[src/logic/ctp_consts.svh]
// register offsets, field positions, reset values and timing counts of the timer pair
`ifndef CTP_CONSTS_SVH
`define CTP_CONSTS_SVH
`define CTP_OFF_LOW_CTRL    8'h00
`define CTP_OFF_HIGH_CTRL   8'h04
`define CTP_OFF_COUNT_LOW   8'h08
`define CTP_OFF_COUNT_HIGH  8'h0C
`define CTP_OFF_PERIOD_LOW  8'h10
`define CTP_OFF_PERIOD_HIGH 8'h14
`define CTP_OFF_HOLD        8'h18
`define CTP_OFF_IRQ_STATUS  8'h1C
`define CTP_OFF_IRQ_MASK    8'h20
`define CTP_OFF_IDLE        8'h24
`define CTP_BIT_RUN         15
`define CTP_BIT_IDLE_STOP   13
`define CTP_BIT_GATE        6
`define CTP_BIT_PS_HI       5
`define CTP_BIT_PS_LO       4
`define CTP_BIT_PAIR        3
`define CTP_BIT_CLKSRC      1
`define CTP_LOW_CTRL_MASK   16'hA07A
`define CTP_HIGH_CTRL_MASK  16'hA072
`define CTP_CTRL_RESET      16'h0000
`define CTP_PERIOD_RESET    16'hFFFF
`define CTP_IRQ_LOW_MATCH   0
`define CTP_IRQ_HIGH_MATCH  1
`define CTP_IRQ_PAIR_MATCH  2
`define CTP_IRQ_MASK_BITS   32'h0000_0007
`define CTP_DIV_1           8'h00
`define CTP_DIV_8           8'h07
`define CTP_DIV_64          8'h3F
`define CTP_DIV_256         8'hFF
`endif

[src/logic/ctp_pkg.sv]
// types shared by the timer pair
package ctp_pkg;
    typedef logic [15:0] ctp_word_type;
    typedef logic [31:0] ctp_dword_type;
    typedef enum logic {CTP_BUS_IDLE, CTP_BUS_DONE} ctp_bus_state_type;
endpackage

[src/logic/ctp_timer_pair.sv]
// cascadable pair of 16-bit timers with an avalon-mm register port
//
// The Avalon-MM register port and the address map are this design's own decisions.

// register map, one 32-bit word per register, 16-bit values in bits 15:0
//   00 lower timer control     04 upper timer control
//   08 lower count word        0C upper count word
//   10 lower period word       14 upper period word
//   18 upper count hold        1C interrupt status, write one to clear
//   20 interrupt mask          24 idle mode, bit 0
// control word layout, both timers
//   15 run, 13 idle stop, 6 gate accumulate, 5:4 prescale
//   3 pair mode (lower only), 1 clock source; all other bits read zero
// interrupt status bits
//   0 lower match alone, 1 upper match alone, 2 pair match
// bus timing
//   a request is taken at the edge where the slave is idle
//   waitrequest drops for the following cycle only
//   read data and the error flag are registered at the taking edge
//   a second request may follow straight after completion
// limitations
//   unaligned or unmapped addresses answer with the error flag and no effect
//   byte lanes 3:2 are ignored, no register is wider than 16 bits
//   the idle flag stands in for the core's idle state and is set by software
//   in pair mode the upper timer's own prescaler and pin are unused
`include "ctp_consts.svh"
`timescale 1ns/1ps
`default_nettype none
module ctp_timer_pair
    import ctp_pkg::*;
(
    input  wire logic        clk,             // instruction clock, 25 MHz
    input  wire logic        reset,           // synchronous, active high
    input  wire logic [7:0]  address,         // avalon byte address
    input  wire logic        read,            // avalon read request
    input  wire logic        write,           // avalon write request
    input  wire logic [31:0] writedata,       // avalon write data
    input  wire logic [3:0]  byteenable,      // avalon byte lanes
    output logic      [31:0] readdata,        // avalon read data
    output logic             waitrequest,     // avalon stall
    output logic             response_error,  // unmapped address answered
    input  wire logic        ext_clock_low,   // external clock pin, lower timer
    input  wire logic        ext_clock_high,  // external clock pin, upper timer
    input  wire logic        gate_low,        // gate input, lower timer
    input  wire logic        gate_high,       // gate input, upper timer
    output logic             irq,             // level interrupt
    output logic             adc_trigger      // converter event pulse
);
    // registers
    ctp_word_type  lower_timer_control;
    ctp_word_type  upper_timer_control;
    ctp_word_type  count_low_word;
    ctp_word_type  count_high_word;
    ctp_word_type  period_low_word;
    ctp_word_type  period_high_word;
    ctp_word_type  count_high_hold;
    logic [2:0]    irq_status;
    logic [2:0]    irq_mask;
    logic          idle_mode;
    ctp_bus_state_type bus_state;

    // pin synchronisers, first stage read only by second
    logic [1:0] ext_sync1, ext_sync2, ext_prev;
    logic [1:0] gate_sync1, gate_sync2;
    logic [7:0] ps_count_low, ps_count_high;

    function automatic logic [7:0] ps_limit(input logic [1:0] sel);
        unique case (sel)
            2'b00: ps_limit = `CTP_DIV_1;
            2'b01: ps_limit = `CTP_DIV_8;
            2'b10: ps_limit = `CTP_DIV_64;
            2'b11: ps_limit = `CTP_DIV_256;
        endcase
    endfunction

    function automatic logic timer_enabled(input ctp_word_type ctl, input logic gate, input logic idle);
        // run bit, idle stop, gate only on internal clock
        timer_enabled = ctl[`CTP_BIT_RUN] && !(ctl[`CTP_BIT_IDLE_STOP] && idle)
                        && (ctl[`CTP_BIT_CLKSRC] || !ctl[`CTP_BIT_GATE] || gate);
    endfunction

    // both pins pass two flops before the edge detector reads them;
    // the third stage only delays the synchronised level for edge finding
    // reset clears every stage to the low idle level of the pins,
    // so no false rising edge is seen right after reset
    always_ff @(posedge clk) begin
        if (reset) begin
            ext_sync1  <= 2'h0;
            ext_sync2  <= 2'h0;
            ext_prev   <= 2'h0;
            gate_sync1 <= 2'h0;
            gate_sync2 <= 2'h0;
        end else begin
            ext_sync1  <= {ext_clock_high, ext_clock_low};
            ext_sync2  <= ext_sync1;
            ext_prev   <= ext_sync2;
            gate_sync1 <= {gate_high, gate_low};
            gate_sync2 <= gate_sync1;
        end
    end

    logic pair_mode;
    assign pair_mode = lower_timer_control[`CTP_BIT_PAIR];

    // source pulse: rising pin edge or every instruction clock
    logic [1:0] src_pulse;
    assign src_pulse[0] = lower_timer_control[`CTP_BIT_CLKSRC] ? (ext_sync2[0] & ~ext_prev[0]) : 1'b1;
    assign src_pulse[1] = upper_timer_control[`CTP_BIT_CLKSRC] ? (ext_sync2[1] & ~ext_prev[1]) : 1'b1;

    // pair mode uses lower clock and gate
    logic en_low, en_high;
    assign en_low  = timer_enabled(lower_timer_control, gate_sync2[0], idle_mode);
    // upper control only matters when not paired
    assign en_high = !pair_mode && timer_enabled(upper_timer_control, gate_sync2[1], idle_mode);

    // the prescaler counts source pulses, not clock cycles, so with the
    // external clock selected a ratio of 8 means eight pin rising edges
    // trade-off: clearing on stop loses a partly counted interval, but
    // makes the first tick after a start land at a known cycle
    // prescalers; counter cleared while stopped so a restart begins a fresh interval
    logic tick_low, tick_high;
    assign tick_low  = en_low && src_pulse[0] && (ps_count_low == ps_limit(lower_timer_control[5:4]));
    assign tick_high = en_high && src_pulse[1] && (ps_count_high == ps_limit(upper_timer_control[5:4]));

    always_ff @(posedge clk) begin
        if (reset || !en_low) begin
            ps_count_low <= 8'h00;
        end else if (src_pulse[0]) begin
            ps_count_low <= tick_low ? 8'h00 : ps_count_low + 8'h01;
        end
    end

    always_ff @(posedge clk) begin
        if (reset || !en_high) begin
            ps_count_high <= 8'h00;
        end else if (src_pulse[1]) begin
            ps_count_high <= tick_high ? 8'h00 : ps_count_high + 8'h01;
        end
    end

    // the pair compare needs both halves equal; the low half alone
    // would fire on every pass of the lower word through its period
    // matches, 32-bit when paired
    logic match_low, match_high, match_pair;
    assign match_low  = (count_low_word == period_low_word);
    assign match_high = (count_high_word == period_high_word);
    assign match_pair = match_low && match_high;

    // a request is acted on only in the idle state, so the request still
    // held during the completion cycle is not taken a second time
    // bus decode
    logic bus_wr, bus_rd, mapped;
    assign bus_wr = write && (bus_state == CTP_BUS_IDLE);
    assign bus_rd = read && (bus_state == CTP_BUS_IDLE);
    assign mapped = (address <= `CTP_OFF_IDLE) && (address[1:0] == 2'b00);

    function automatic ctp_word_type merge(input ctp_word_type old, input logic [31:0] wd, input logic [3:0] be);
        merge = {be[1] ? wd[15:8] : old[15:8], be[0] ? wd[7:0] : old[7:0]};
    endfunction

    // unimplemented bits are cut at the write, so reads need no mask;
    // the upper control keeps its bits in pair mode but they have no effect
    // stopping a timer and changing its prescale in one write is safe,
    // since the prescaler clears while the timer is stopped
    // control writes keep only implemented bits
    always_ff @(posedge clk) begin
        if (reset) begin
            lower_timer_control <= `CTP_CTRL_RESET;
            upper_timer_control <= `CTP_CTRL_RESET;
            period_low_word     <= `CTP_PERIOD_RESET;
            period_high_word    <= `CTP_PERIOD_RESET;
            irq_mask            <= 3'h0;
            idle_mode           <= 1'b0;
        end else if (bus_wr) begin
            case (address)
                `CTP_OFF_LOW_CTRL:    lower_timer_control <= merge(lower_timer_control, writedata, byteenable)
                                                             & `CTP_LOW_CTRL_MASK;
                `CTP_OFF_HIGH_CTRL:   upper_timer_control <= merge(upper_timer_control, writedata, byteenable)
                                                             & `CTP_HIGH_CTRL_MASK;
                `CTP_OFF_PERIOD_LOW:  period_low_word  <= merge(period_low_word, writedata, byteenable);
                `CTP_OFF_PERIOD_HIGH: period_high_word <= merge(period_high_word, writedata, byteenable);
                `CTP_OFF_IRQ_MASK:    if (byteenable[0]) irq_mask <= writedata[2:0];
                `CTP_OFF_IDLE:        if (byteenable[0]) idle_mode <= writedata[0];
                default: ;
            endcase
        end
    end

    // a software write of the hold register wins over the latch; both in one
    // cycle cannot happen, as only one request is served at a time
    // holding register written by software, latched on low-word read in pair mode
    always_ff @(posedge clk) begin
        if (reset) begin
            count_high_hold <= 16'h0000;
        end else if (bus_wr && address == `CTP_OFF_HOLD) begin
            count_high_hold <= merge(count_high_hold, writedata, byteenable);
        end else if (bus_rd && address == `CTP_OFF_COUNT_LOW && pair_mode) begin
            count_high_hold <= count_high_word;
        end
    end

    // limitation: a count written above the period runs on to all ones
    // and wraps through zero before the next match can occur
    // lower count; software write overrides a tick in the same cycle
    always_ff @(posedge clk) begin
        if (reset) begin
            count_low_word <= 16'h0000;
        end else if (bus_wr && address == `CTP_OFF_COUNT_LOW) begin
            count_low_word <= merge(count_low_word, writedata, byteenable);
        end else if (tick_low) begin
            // wrap to zero on match, else step by one
            if (pair_mode ? match_pair : match_low) begin
                count_low_word <= 16'h0000;
            end else begin
                count_low_word <= count_low_word + 16'h0001;
            end
        end
    end

    // in pair mode the carry comes from the lower word at all ones on a
    // lower tick; a load through the hold register sets both words at once
    // upper count carries the high word when paired
    always_ff @(posedge clk) begin
        if (reset) begin
            count_high_word <= 16'h0000;
        end else if (bus_wr && address == `CTP_OFF_COUNT_LOW && pair_mode) begin
            // hold plus low write loads both words together
            count_high_word <= count_high_hold;
        end else if (bus_wr && address == `CTP_OFF_COUNT_HIGH) begin
            count_high_word <= merge(count_high_word, writedata, byteenable);
        end else if (pair_mode) begin
            if (tick_low && match_pair) begin
                count_high_word <= 16'h0000;
            end else if (tick_low && count_low_word == 16'hFFFF) begin
                count_high_word <= count_high_word + 16'h0001;
            end
        end else if (tick_high) begin
            count_high_word <= match_high ? 16'h0000 : count_high_word + 16'h0001;
        end
    end

    // events are one-cycle strobes; the lower event is held off in pair
    // mode so software sees the pair match on one flag only
    // match events on the tick that wraps the count
    logic [2:0] irq_event;
    assign irq_event[`CTP_IRQ_LOW_MATCH]  = !pair_mode && tick_low && match_low;
    assign irq_event[`CTP_IRQ_HIGH_MATCH] = tick_high && match_high;
    // pair match reported on its own flag, bit 2
    assign irq_event[`CTP_IRQ_PAIR_MATCH] = pair_mode && tick_low && match_pair;

    // an event falling in the cycle of its own clear must not be lost,
    // otherwise a fast timer could drop an interrupt
    // sticky status, write one to clear; a new event wins over the clear
    always_ff @(posedge clk) begin
        if (reset) begin
            irq_status <= 3'h0;
        end else if (bus_wr && address == `CTP_OFF_IRQ_STATUS && byteenable[0]) begin
            irq_status <= (irq_status & ~writedata[2:0]) | irq_event;
        end else begin
            irq_status <= irq_status | irq_event;
        end
    end

    // level interrupt, one cycle behind the status so the pin is a flop
    always_ff @(posedge clk) begin
        if (reset) begin
            irq <= 1'b0;
        end else begin
            irq <= |(irq_status & irq_mask);
        end
    end

    // the converter trigger is a one-cycle pulse per match and is not
    // gated by the interrupt mask
    // trigger only from the upper timer or the pair
    always_ff @(posedge clk) begin
        if (reset) begin
            adc_trigger <= 1'b0;
        end else begin
            adc_trigger <= irq_event[`CTP_IRQ_HIGH_MATCH] | irq_event[`CTP_IRQ_PAIR_MATCH];
        end
    end

    // the two-state machine keeps the bus answer fixed at one wait cycle,
    // whatever the address or direction
    // one wait cycle per access keeps read data from a flop
    always_ff @(posedge clk) begin
        if (reset) begin
            bus_state <= CTP_BUS_IDLE;
        end else begin
            unique case (bus_state)
                CTP_BUS_IDLE: if (read || write) bus_state <= CTP_BUS_DONE;
                CTP_BUS_DONE: bus_state <= CTP_BUS_IDLE;
            endcase
        end
    end

    // waitrequest stands high while idle and drops only for the
    // completion cycle of a taken request
    always_ff @(posedge clk) begin
        if (reset) begin
            waitrequest <= 1'b1;
        end else begin
            waitrequest <= !(bus_state == CTP_BUS_IDLE && (read || write));
        end
    end

    // error flag updated at each taken request and held until the next
    always_ff @(posedge clk) begin
        if (reset) begin
            response_error <= 1'b0;
        end else if (bus_rd || bus_wr) begin
            response_error <= !mapped;
        end
    end

    // read mux; unmapped reads return zero
    always_ff @(posedge clk) begin
        if (reset) begin
            readdata <= 32'h0000_0000;
        end else if (bus_rd) begin
            case (address)
                `CTP_OFF_LOW_CTRL:    readdata <= {16'h0000, lower_timer_control};
                `CTP_OFF_HIGH_CTRL:   readdata <= {16'h0000, upper_timer_control};
                `CTP_OFF_COUNT_LOW:   readdata <= {16'h0000, count_low_word};
                `CTP_OFF_COUNT_HIGH:  readdata <= {16'h0000, count_high_word};
                `CTP_OFF_PERIOD_LOW:  readdata <= {16'h0000, period_low_word};
                `CTP_OFF_PERIOD_HIGH: readdata <= {16'h0000, period_high_word};
                `CTP_OFF_HOLD:        readdata <= {16'h0000, count_high_hold};
                `CTP_OFF_IRQ_STATUS:  readdata <= {29'h0, irq_status};
                `CTP_OFF_IRQ_MASK:    readdata <= {29'h0, irq_mask};
                `CTP_OFF_IDLE:        readdata <= {31'h0, idle_mode};
                default:              readdata <= 32'h0000_0000;
            endcase
        end
    end
endmodule
`default_nettype wire

[config.mk]
export PLATFORM = sky130hd
export DESIGN_NAME = ctp_timer_pair
export DESIGN_NICKNAME = d
export VERILOG_FILES = /design/src/logic/ctp_pkg.sv /design/src/logic/ctp_timer_pair.sv
export VERILOG_INCLUDE_DIRS = /design/src /design/src/logic
export SDC_FILE = /design/constraint.sdc
export NUM_CORES = 1
export LEC_CHECK = 0
export BUFFER_PORTS_ARGS = -buffer_cell sky130_fd_sc_hd__buf_4
export CORE_ASPECT_RATIO = 1.75
export CORE_UTILIZATION = 64
export DETAILED_ROUTE_END_ITERATION = 8
export GPL_TIMING_DRIVEN = 0
export HOLD_SLACK_MARGIN = 0.1
export PLACE_DENSITY = 0.95
export SLEW_MARGIN = 40
export SYNTH_ARGS = -nofsm -noshare
export SYNTH_HDL_FRONTEND = slang
export SYNTH_SLANG_ARGS = --single-unit
[constraint.sdc]
create_clock -name clk -period 4.9 [get_ports clk]
set_input_delay 0.49 -clock clk [delete_from_list [all_inputs] [get_ports clk]]
set_output_delay 0.49 -clock clk [all_outputs]
set_load 0.05 [all_outputs]
# ---- Yosys cells after proc, flatten, opt, wreduce, memory -nomap -nowiden
# Index checks and enable logic that the tools add are counted.
dict set report classes {
  add_sub_neg 4
  order_cmp 1
  eq_ne 27
  n_mux 25
  bitwise_logic 11
  n_reduce_logical 72
}
# operator n
set ops {}
lappend ops {{16-bit 2-to-1 mux} 12}
lappend ops {{16-bit one-hot mux with 10 select lines} 1}
lappend ops {{8-bit one-hot mux with 4 select lines} 2}
lappend ops {{3-bit AND reduction} 12}
lappend ops {{16-bit by 1-bit adder with 16-bit output, second input constant} 2}
lappend ops {{16-bit equality test} 2}
lappend ops {{8-bit by 5-bit equality test with 1-bit output, second input constant} 4}
lappend ops {{8-bit 2-to-1 mux} 4}
lappend ops {{1-bit logical AND} 31}
lappend ops {{8-bit by 1-bit adder with 8-bit output, second input constant} 2}
lappend ops {{16-bit equality test, second input constant} 1}
lappend ops {{8-bit by 4-bit equality test with 1-bit output, second input constant} 2}
lappend ops {{8-bit by 6-bit equality test with 1-bit output, second input constant} 2}
lappend ops {{8-bit equality test} 2}
lappend ops {{1-bit logical NOT} 9}
lappend ops {{2-bit equality test, second input constant} 4}
lappend ops {{8-bit by 3-bit equality test with 1-bit output, second input constant} 1}
lappend ops {{8-bit by 6-bit <= comparator with 1-bit output, second input constant} 1}
lappend ops {{8-bit logical NOT} 1}
lappend ops {{1-bit logical OR} 8}
lappend ops {{2-bit != test, second input constant} 4}
lappend ops {{2-bit AND reduction} 4}
lappend ops {{3-bit AND} 2}
lappend ops {{2-bit logical NOT} 3}
lappend ops {{other kinds (14)} 24}
dict set report word_totals {
  reg_bits 163
  inputBits 52
  output_inout_bits 36
  wordCells 170
}

# ---- Logic depth before layout (Yosys ltp)
dict set report logic_depth {
  word_depth 12
  depth_mapped 10
  ltp_nobuf 8
}

# ---- Least setup slack after synthesis
# OpenSTA, ideal clock, no wires.
dict set report synth_timing {
  kind {in2reg}
  start {input port address[5]}
  end {register count_high_hold[0]}
  setup_ns 0.128
  t_arrival_ns 2.285
  required_time_ns 4.772
  slack_ns 2.487
  path_stages 10
  path_buffers 3
  path_cell_list {or4b_1 > clkbuf_1 > or2_1 > nor3_2 > buf_4 > buf_4 > mux2i_1 > nor2_1 > a21oi_1 > nor2_1}
}
dict set report synth_via {
  elab_chain_cells 5
  word_cells_on_any_way 9
  cone_classes {3 x eq/ne; 1 x mux; 5 x reduce/logical}
}
# element line_no
set synth_lines {}
lappend synth_lines {{start, declared} ctp_timer_pair.sv:34} ;# input wire logic [7:0] address,
lappend synth_lines {{8-bit by 4-bit equality test with 1-bit output} -}
lappend synth_lines {{1-bit logical AND (no source line)} -}
lappend synth_lines {{1-bit logical AND} ctp_timer_pair.sv:197} ;# end else if (bus_rd && address == `CTP_OFF_COUNT_LOW && pair_mode) begin
lappend synth_lines {{2-bit nonzero test (no source line)} -}
lappend synth_lines {{2-bit AND reduction (no source line)} -}
lappend synth_lines {{end signal, assigned} ctp_timer_pair.sv:196} ;# count_high_hold <= merge(count_high_hold, writedata, byteenable);
lappend synth_lines {{end signal, assigned} ctp_timer_pair.sv:198} ;# count_high_hold <= count_high_word;
lappend synth_lines {{end, declared} ctp_timer_pair.sv:56} ;# ctp_word_type count_high_hold;
# Parallel ways exist; a longest one is shown, timed or not.
# A chain may end at the register's enable or synchronous reset.

# ---- Final worst setup path
dict set report layout_timing {
  start {register count_low_word[0]}
  end {register count_high_word[2]}
}
dict set report layout_via {
  elab_chain_cells 7
  word_cells_on_any_way 11
  cone_classes {3 x eq/ne; 4 x mux; 4 x reduce/logical}
}
# element line_no
set layout_lines {}
lappend layout_lines {{start, declared} ctp_timer_pair.sv:52} ;# ctp_word_type count_low_word;
lappend layout_lines {{start signal, assigned} ctp_timer_pair.sv:209} ;# count_low_word <= merge(count_low_word, writedata, byteenable);
lappend layout_lines {{start signal, assigned} ctp_timer_pair.sv:215} ;# count_low_word <= count_low_word + 16'h0001;
lappend layout_lines {{16-bit equality test} ctp_timer_pair.sv:145} ;# assign match_low = (count_low_word == period_low_word);
lappend layout_lines {{1-bit logical AND} ctp_timer_pair.sv:147} ;# assign match_pair = match_low && match_high;
lappend layout_lines {{1-bit logical AND} ctp_timer_pair.sv:232} ;# if (tick_low && match_pair) begin
lappend layout_lines {{16-bit 2-to-1 mux} ctp_timer_pair.sv:232}
lappend layout_lines {{16-bit 2-to-1 mux} ctp_timer_pair.sv:231} ;# end else if (pair_mode) begin
lappend layout_lines {{16-bit 2-to-1 mux} ctp_timer_pair.sv:229} ;# end else if (bus_wr && address == `CTP_OFF_COUNT_HIGH) begin
lappend layout_lines {{16-bit 2-to-1 mux} ctp_timer_pair.sv:226} ;# end else if (bus_wr && address == `CTP_OFF_COUNT_LOW && pair_mode) begin
lappend layout_lines {{end signal, assigned} ctp_timer_pair.sv:228} ;# count_high_word <= count_high_hold;
lappend layout_lines {{end signal, assigned} ctp_timer_pair.sv:230} ;# count_high_word <= merge(count_high_word, writedata, byteenable);
lappend layout_lines {{end signal, assigned} ctp_timer_pair.sv:235} ;# count_high_word <= count_high_word + 16'h0001;
lappend layout_lines {{end, declared} ctp_timer_pair.sv:53} ;# ctp_word_type count_high_word;
# Parallel ways exist; a longest one is shown, timed or not.

==> impl_metrics.env <==
export IMPL_vias_per_cell=6.63
export IMPL_fin_setup_tns_ns=0
export IMPL_tightest_slew_ns=0.855
export IMPL_instances_no_fill=1292
export IMPL_cts_sinks=147
export IMPL_grt_pass1_vias=8079
export IMPL_synth_top_flop_cell="dfxtp_1"
export IMPL_synth_area_per_cell_um2=7.84
export IMPL_worst_hold_slack_ns=0.273
export IMPL_num_io_pins=88
export IMPL_vdd_drop_max_mv=0.235
export IMPL_h_tree_depth=4
export IMPL_slowest_stage="nor3_1"
export IMPL_overflow=0
export IMPL_root_buffer="clkbuf_16"
export IMPL_crit_required_ns=5.20
export IMPL_antenna_found_initial=0
export IMPL_fmax_ghz=0.295
export IMPL_rsz0062_at_grt="false"
export IMPL_yosysWarnings=0
export IMPL_numCtsBuffers=17
export IMPL_critical_path_arrival_ns=3.70
export IMPL_core_mm2=0.0124
export IMPL_dr_pass1_iters=9
export IMPL_port_buffers=47
export IMPL_ys_async_sr_fraction_pct=0
export IMPL_cts_tree="built"
export IMPL_hold_viol=0
export IMPL_cp_max_fo=10
export IMPL_crit_path_max_incr_delay_ns=0.69
export IMPL_final_util_pct=75.3
export IMPL_grt_max_degree=17
export IMPL_dr_first_iter_drc_count=1282
export IMPL_drv_slew=0
export IMPL_dieArea_mm2=0.0131
export IMPL_wl_per_cell_um=22.8
export IMPL_path_cells="clkbuf_1 > xor2_1 > nor4_1 > nand4_1 > nor3_1 > o21ai_1 > buf_2 > a31oi_1 > o32ai_1"
export IMPL_hpwlAfterDp_mm=21.5
export IMPL_path_clk_slew_ns=0.06
export IMPL_gp_congestion=1.00
export IMPL_placed_area_mm2=0.00870
export IMPL_post_cts_buffers=0
export IMPL_ctsHoldBuffers=0
export IMPL_period_needed_ns=3.39
export IMPL_finalNetCount=1169
export IMPL_status="finished with violations"
export IMPL_synth_edff_count=0
export IMPL_n_antenna_cell=0
export IMPL_crit_path_end_kind="flop"
export IMPL_ys_types=71
export IMPL_violations="design-rule violations"
export IMPL_rows=54
export IMPL_power_leakage_nw=3.35
export IMPL_post_place_cells=1261
export IMPL_relSlewSlack_pct=43.0
export IMPL_hold_start="ext_clock_high"
export IMPL_hp_class="in2reg"
export IMPL_drtAntennaViolNets=0
export IMPL_skew_ns=0.0109
export IMPL_synthCells=1031
export IMPL_clockBufferDepth=2
export IMPL_syn_area_mm2=0.00808
export IMPL_drc=2
export IMPL_fin_area_mm2=0.00931
export IMPL_setup_viol=0
export IMPL_final_common_cell="nand2_1"
export IMPL_cp_buffers_inverters=2
export IMPL_mostFrequentLayoutCells="nand2_1 (151), dfxtp_1 (147), nor2_1 (117)"
export IMPL_ys_seq_elements=147
export IMPL_initial_core_util_pct=65.3
export IMPL_post_route_period_util_pct=69.3
export IMPL_critPathLaunch="count_low_word[0]"
export IMPL_die_w_um=86.9
export IMPL_vias=8565
export IMPL_cap_violations=0
export IMPL_grt_pass1_wl_mm=44.9
export IMPL_path_class="reg2reg"
export IMPL_drive_above_1_share_pct=12.6
export IMPL_r2r_start="count_low_word[0]"
export IMPL_startpoint_type="flop"
export IMPL_grtUsageTotal_pct=46.7
export IMPL_areaGrowthSynthToFinish_pct=15.3
export IMPL_fp_dieH_um=151
export IMPL_cp_top_family="simple AND/OR/NAND/NOR gates"
export IMPL_yosysSeqAreaShare_pct=36.4
export IMPL_wl_mm=29.5
export IMPL_cts_resized=0
export IMPL_pwr_density_cell_mw_per_mm2=298
export IMPL_clock_latency_ns=0.43
[metrics by stage]
| stage | total power [mW] | setup slack [ns] |
|---|---|---|
| after global placement | 1.46 | 1.76 |
| final | 2.78 | 1.51 |
| after CTS | 2.76 | 1.79 |
| after detailed placement | 1.46 | 1.74 |
| after floorplan | 1.37 | 2.49 |
| after global routing | 2.83 | 1.59 |
[report_power, final]
group / switching (mW) / internal (mW)
combinational: 0.164 / 0.0647
clock: 0.537 / 0.795
sequential: 0.00736 / 1.21
total: 0.708 / 2.07
[cell families after synthesis]
family / count (synthesis) / synth area share, %
AO/OA/AOI/OAI: 226 / 19.0
adder cells (fa/ha/maj): 4 / 0.620
buffers and inverters: 105 / 6.06
XOR/XNOR: 58 / 6.29
multiplexers: 30 / 3.86
AND/OR/NAND/NOR: 460 / 27.7
flip-flops: 147 / 36.4
other: 1 / 0.0464
[cells in the mapped netlist (2+ instances only)]
master,number,area (um2)
nand2b_1,7,43.8
clkbuf_1,47,176
or3_1,4,25.0
nand4_1,14,87.6
buf_4,18,135
nand3b_1,33,248
nor3b_1,2,15.0
or2_2,2,12.5
o2111ai_1,2,17.5
o21ai_1,3,15.0
and4_1,5,43.8
o211ai_1,2,15.0
buf_2,16,80.1
a21oi_1,76,380
o21ba_2,2,20.0
xnor2_1,16,140
and3_1,6,37.5
nand4b_1,2,17.5
a32o_1,6,60.1
nor2b_1,16,100
mux2i_1,21,210
mux2_2,9,101
o32ai_1,6,52.6
a22o_1,12,105
a222oi_1,13,130
nor2_1,117,439
a31oi_1,13,81.3
a311oi_1,3,26.3
dfxtp_1,147,2940
nor4_1,18,113
a22oi_1,12,90.1
inv_1,17,63.8
o32a_1,2,20.0
nand3_1,33,165
o21ai_0,35,175
xor2_1,42,368
nor3_1,29,145
a211oi_1,13,97.6
ha_1,4,50.1
a32oi_1,3,26.3
a221oi_1,11,96.3
and2_1,8,50.1
nand2_1,151,567
buf_1,6,22.5
[path summary, 6_finish.rpt]
check / to / slack, ns / depth (start not counted)
worst max-delay path: count_high_word[2] / 1.51 / 9
worst min-delay path: ext_sync1[1] / 0.27 / 2
worst max register to register: count_high_word[2] / 1.51 / 9
worst min register to register: ext_sync2[0] / 0.44 / 1
[area by class of cell]
type / count / area, um2
Multi-Input combinational cell: 794 / 4720
Fill cell: 942 / 3050
Sequential cell: 147 / 2940
Clock buffer: 17 / 425
Buffer: 88 / 425
Timing Repair Buffer: 48 / 358
Tap cell: 168 / 210
Clock inverter: 13 / 161
Inverter: 17 / 63.8
[flip-flops by register name, summed over array words and instances, names as in the netlist]
| signal | cells |
|---|---|
| count_high_hold | 16 |
| count_high_word | 16 |
| count_low_word | 16 |
| period_high_word | 16 |
| period_low_word | 16 |
| readdata | 16 |
| ps_count_high | 8 |
| ps_count_low | 8 |
| lower_timer_control | 7 |
| upper_timer_control | 6 |
| irq_mask | 3 |
| irq_status | 3 |
| ext_prev | 2 |
| ext_sync1 | 2 |
| ext_sync2 | 2 |
| gate_sync1 | 2 |
| gate_sync2 | 2 |
| adc_trigger | 1 |
| bus_state | 1 |
| idle_mode | 1 |
| irq | 1 |
| response_error | 1 |
| waitrequest | 1 |
[layer usage]
| layer | share of wire (%) | GRT usage [%] | vias up |
|---|---|---|---|
| met5 | 0 | 0 | - |
| met4 | 11 | 41.7 | 0 |
| met3 | 9.7 | 12.8 | 232 |
| met2 | 47 | 75.8 | 636 |
| met1 | 33 | 48.6 | 3884 |
| li1 | - | - | 3813 |
No activity file was read; power rests on OpenSTA's default activity.
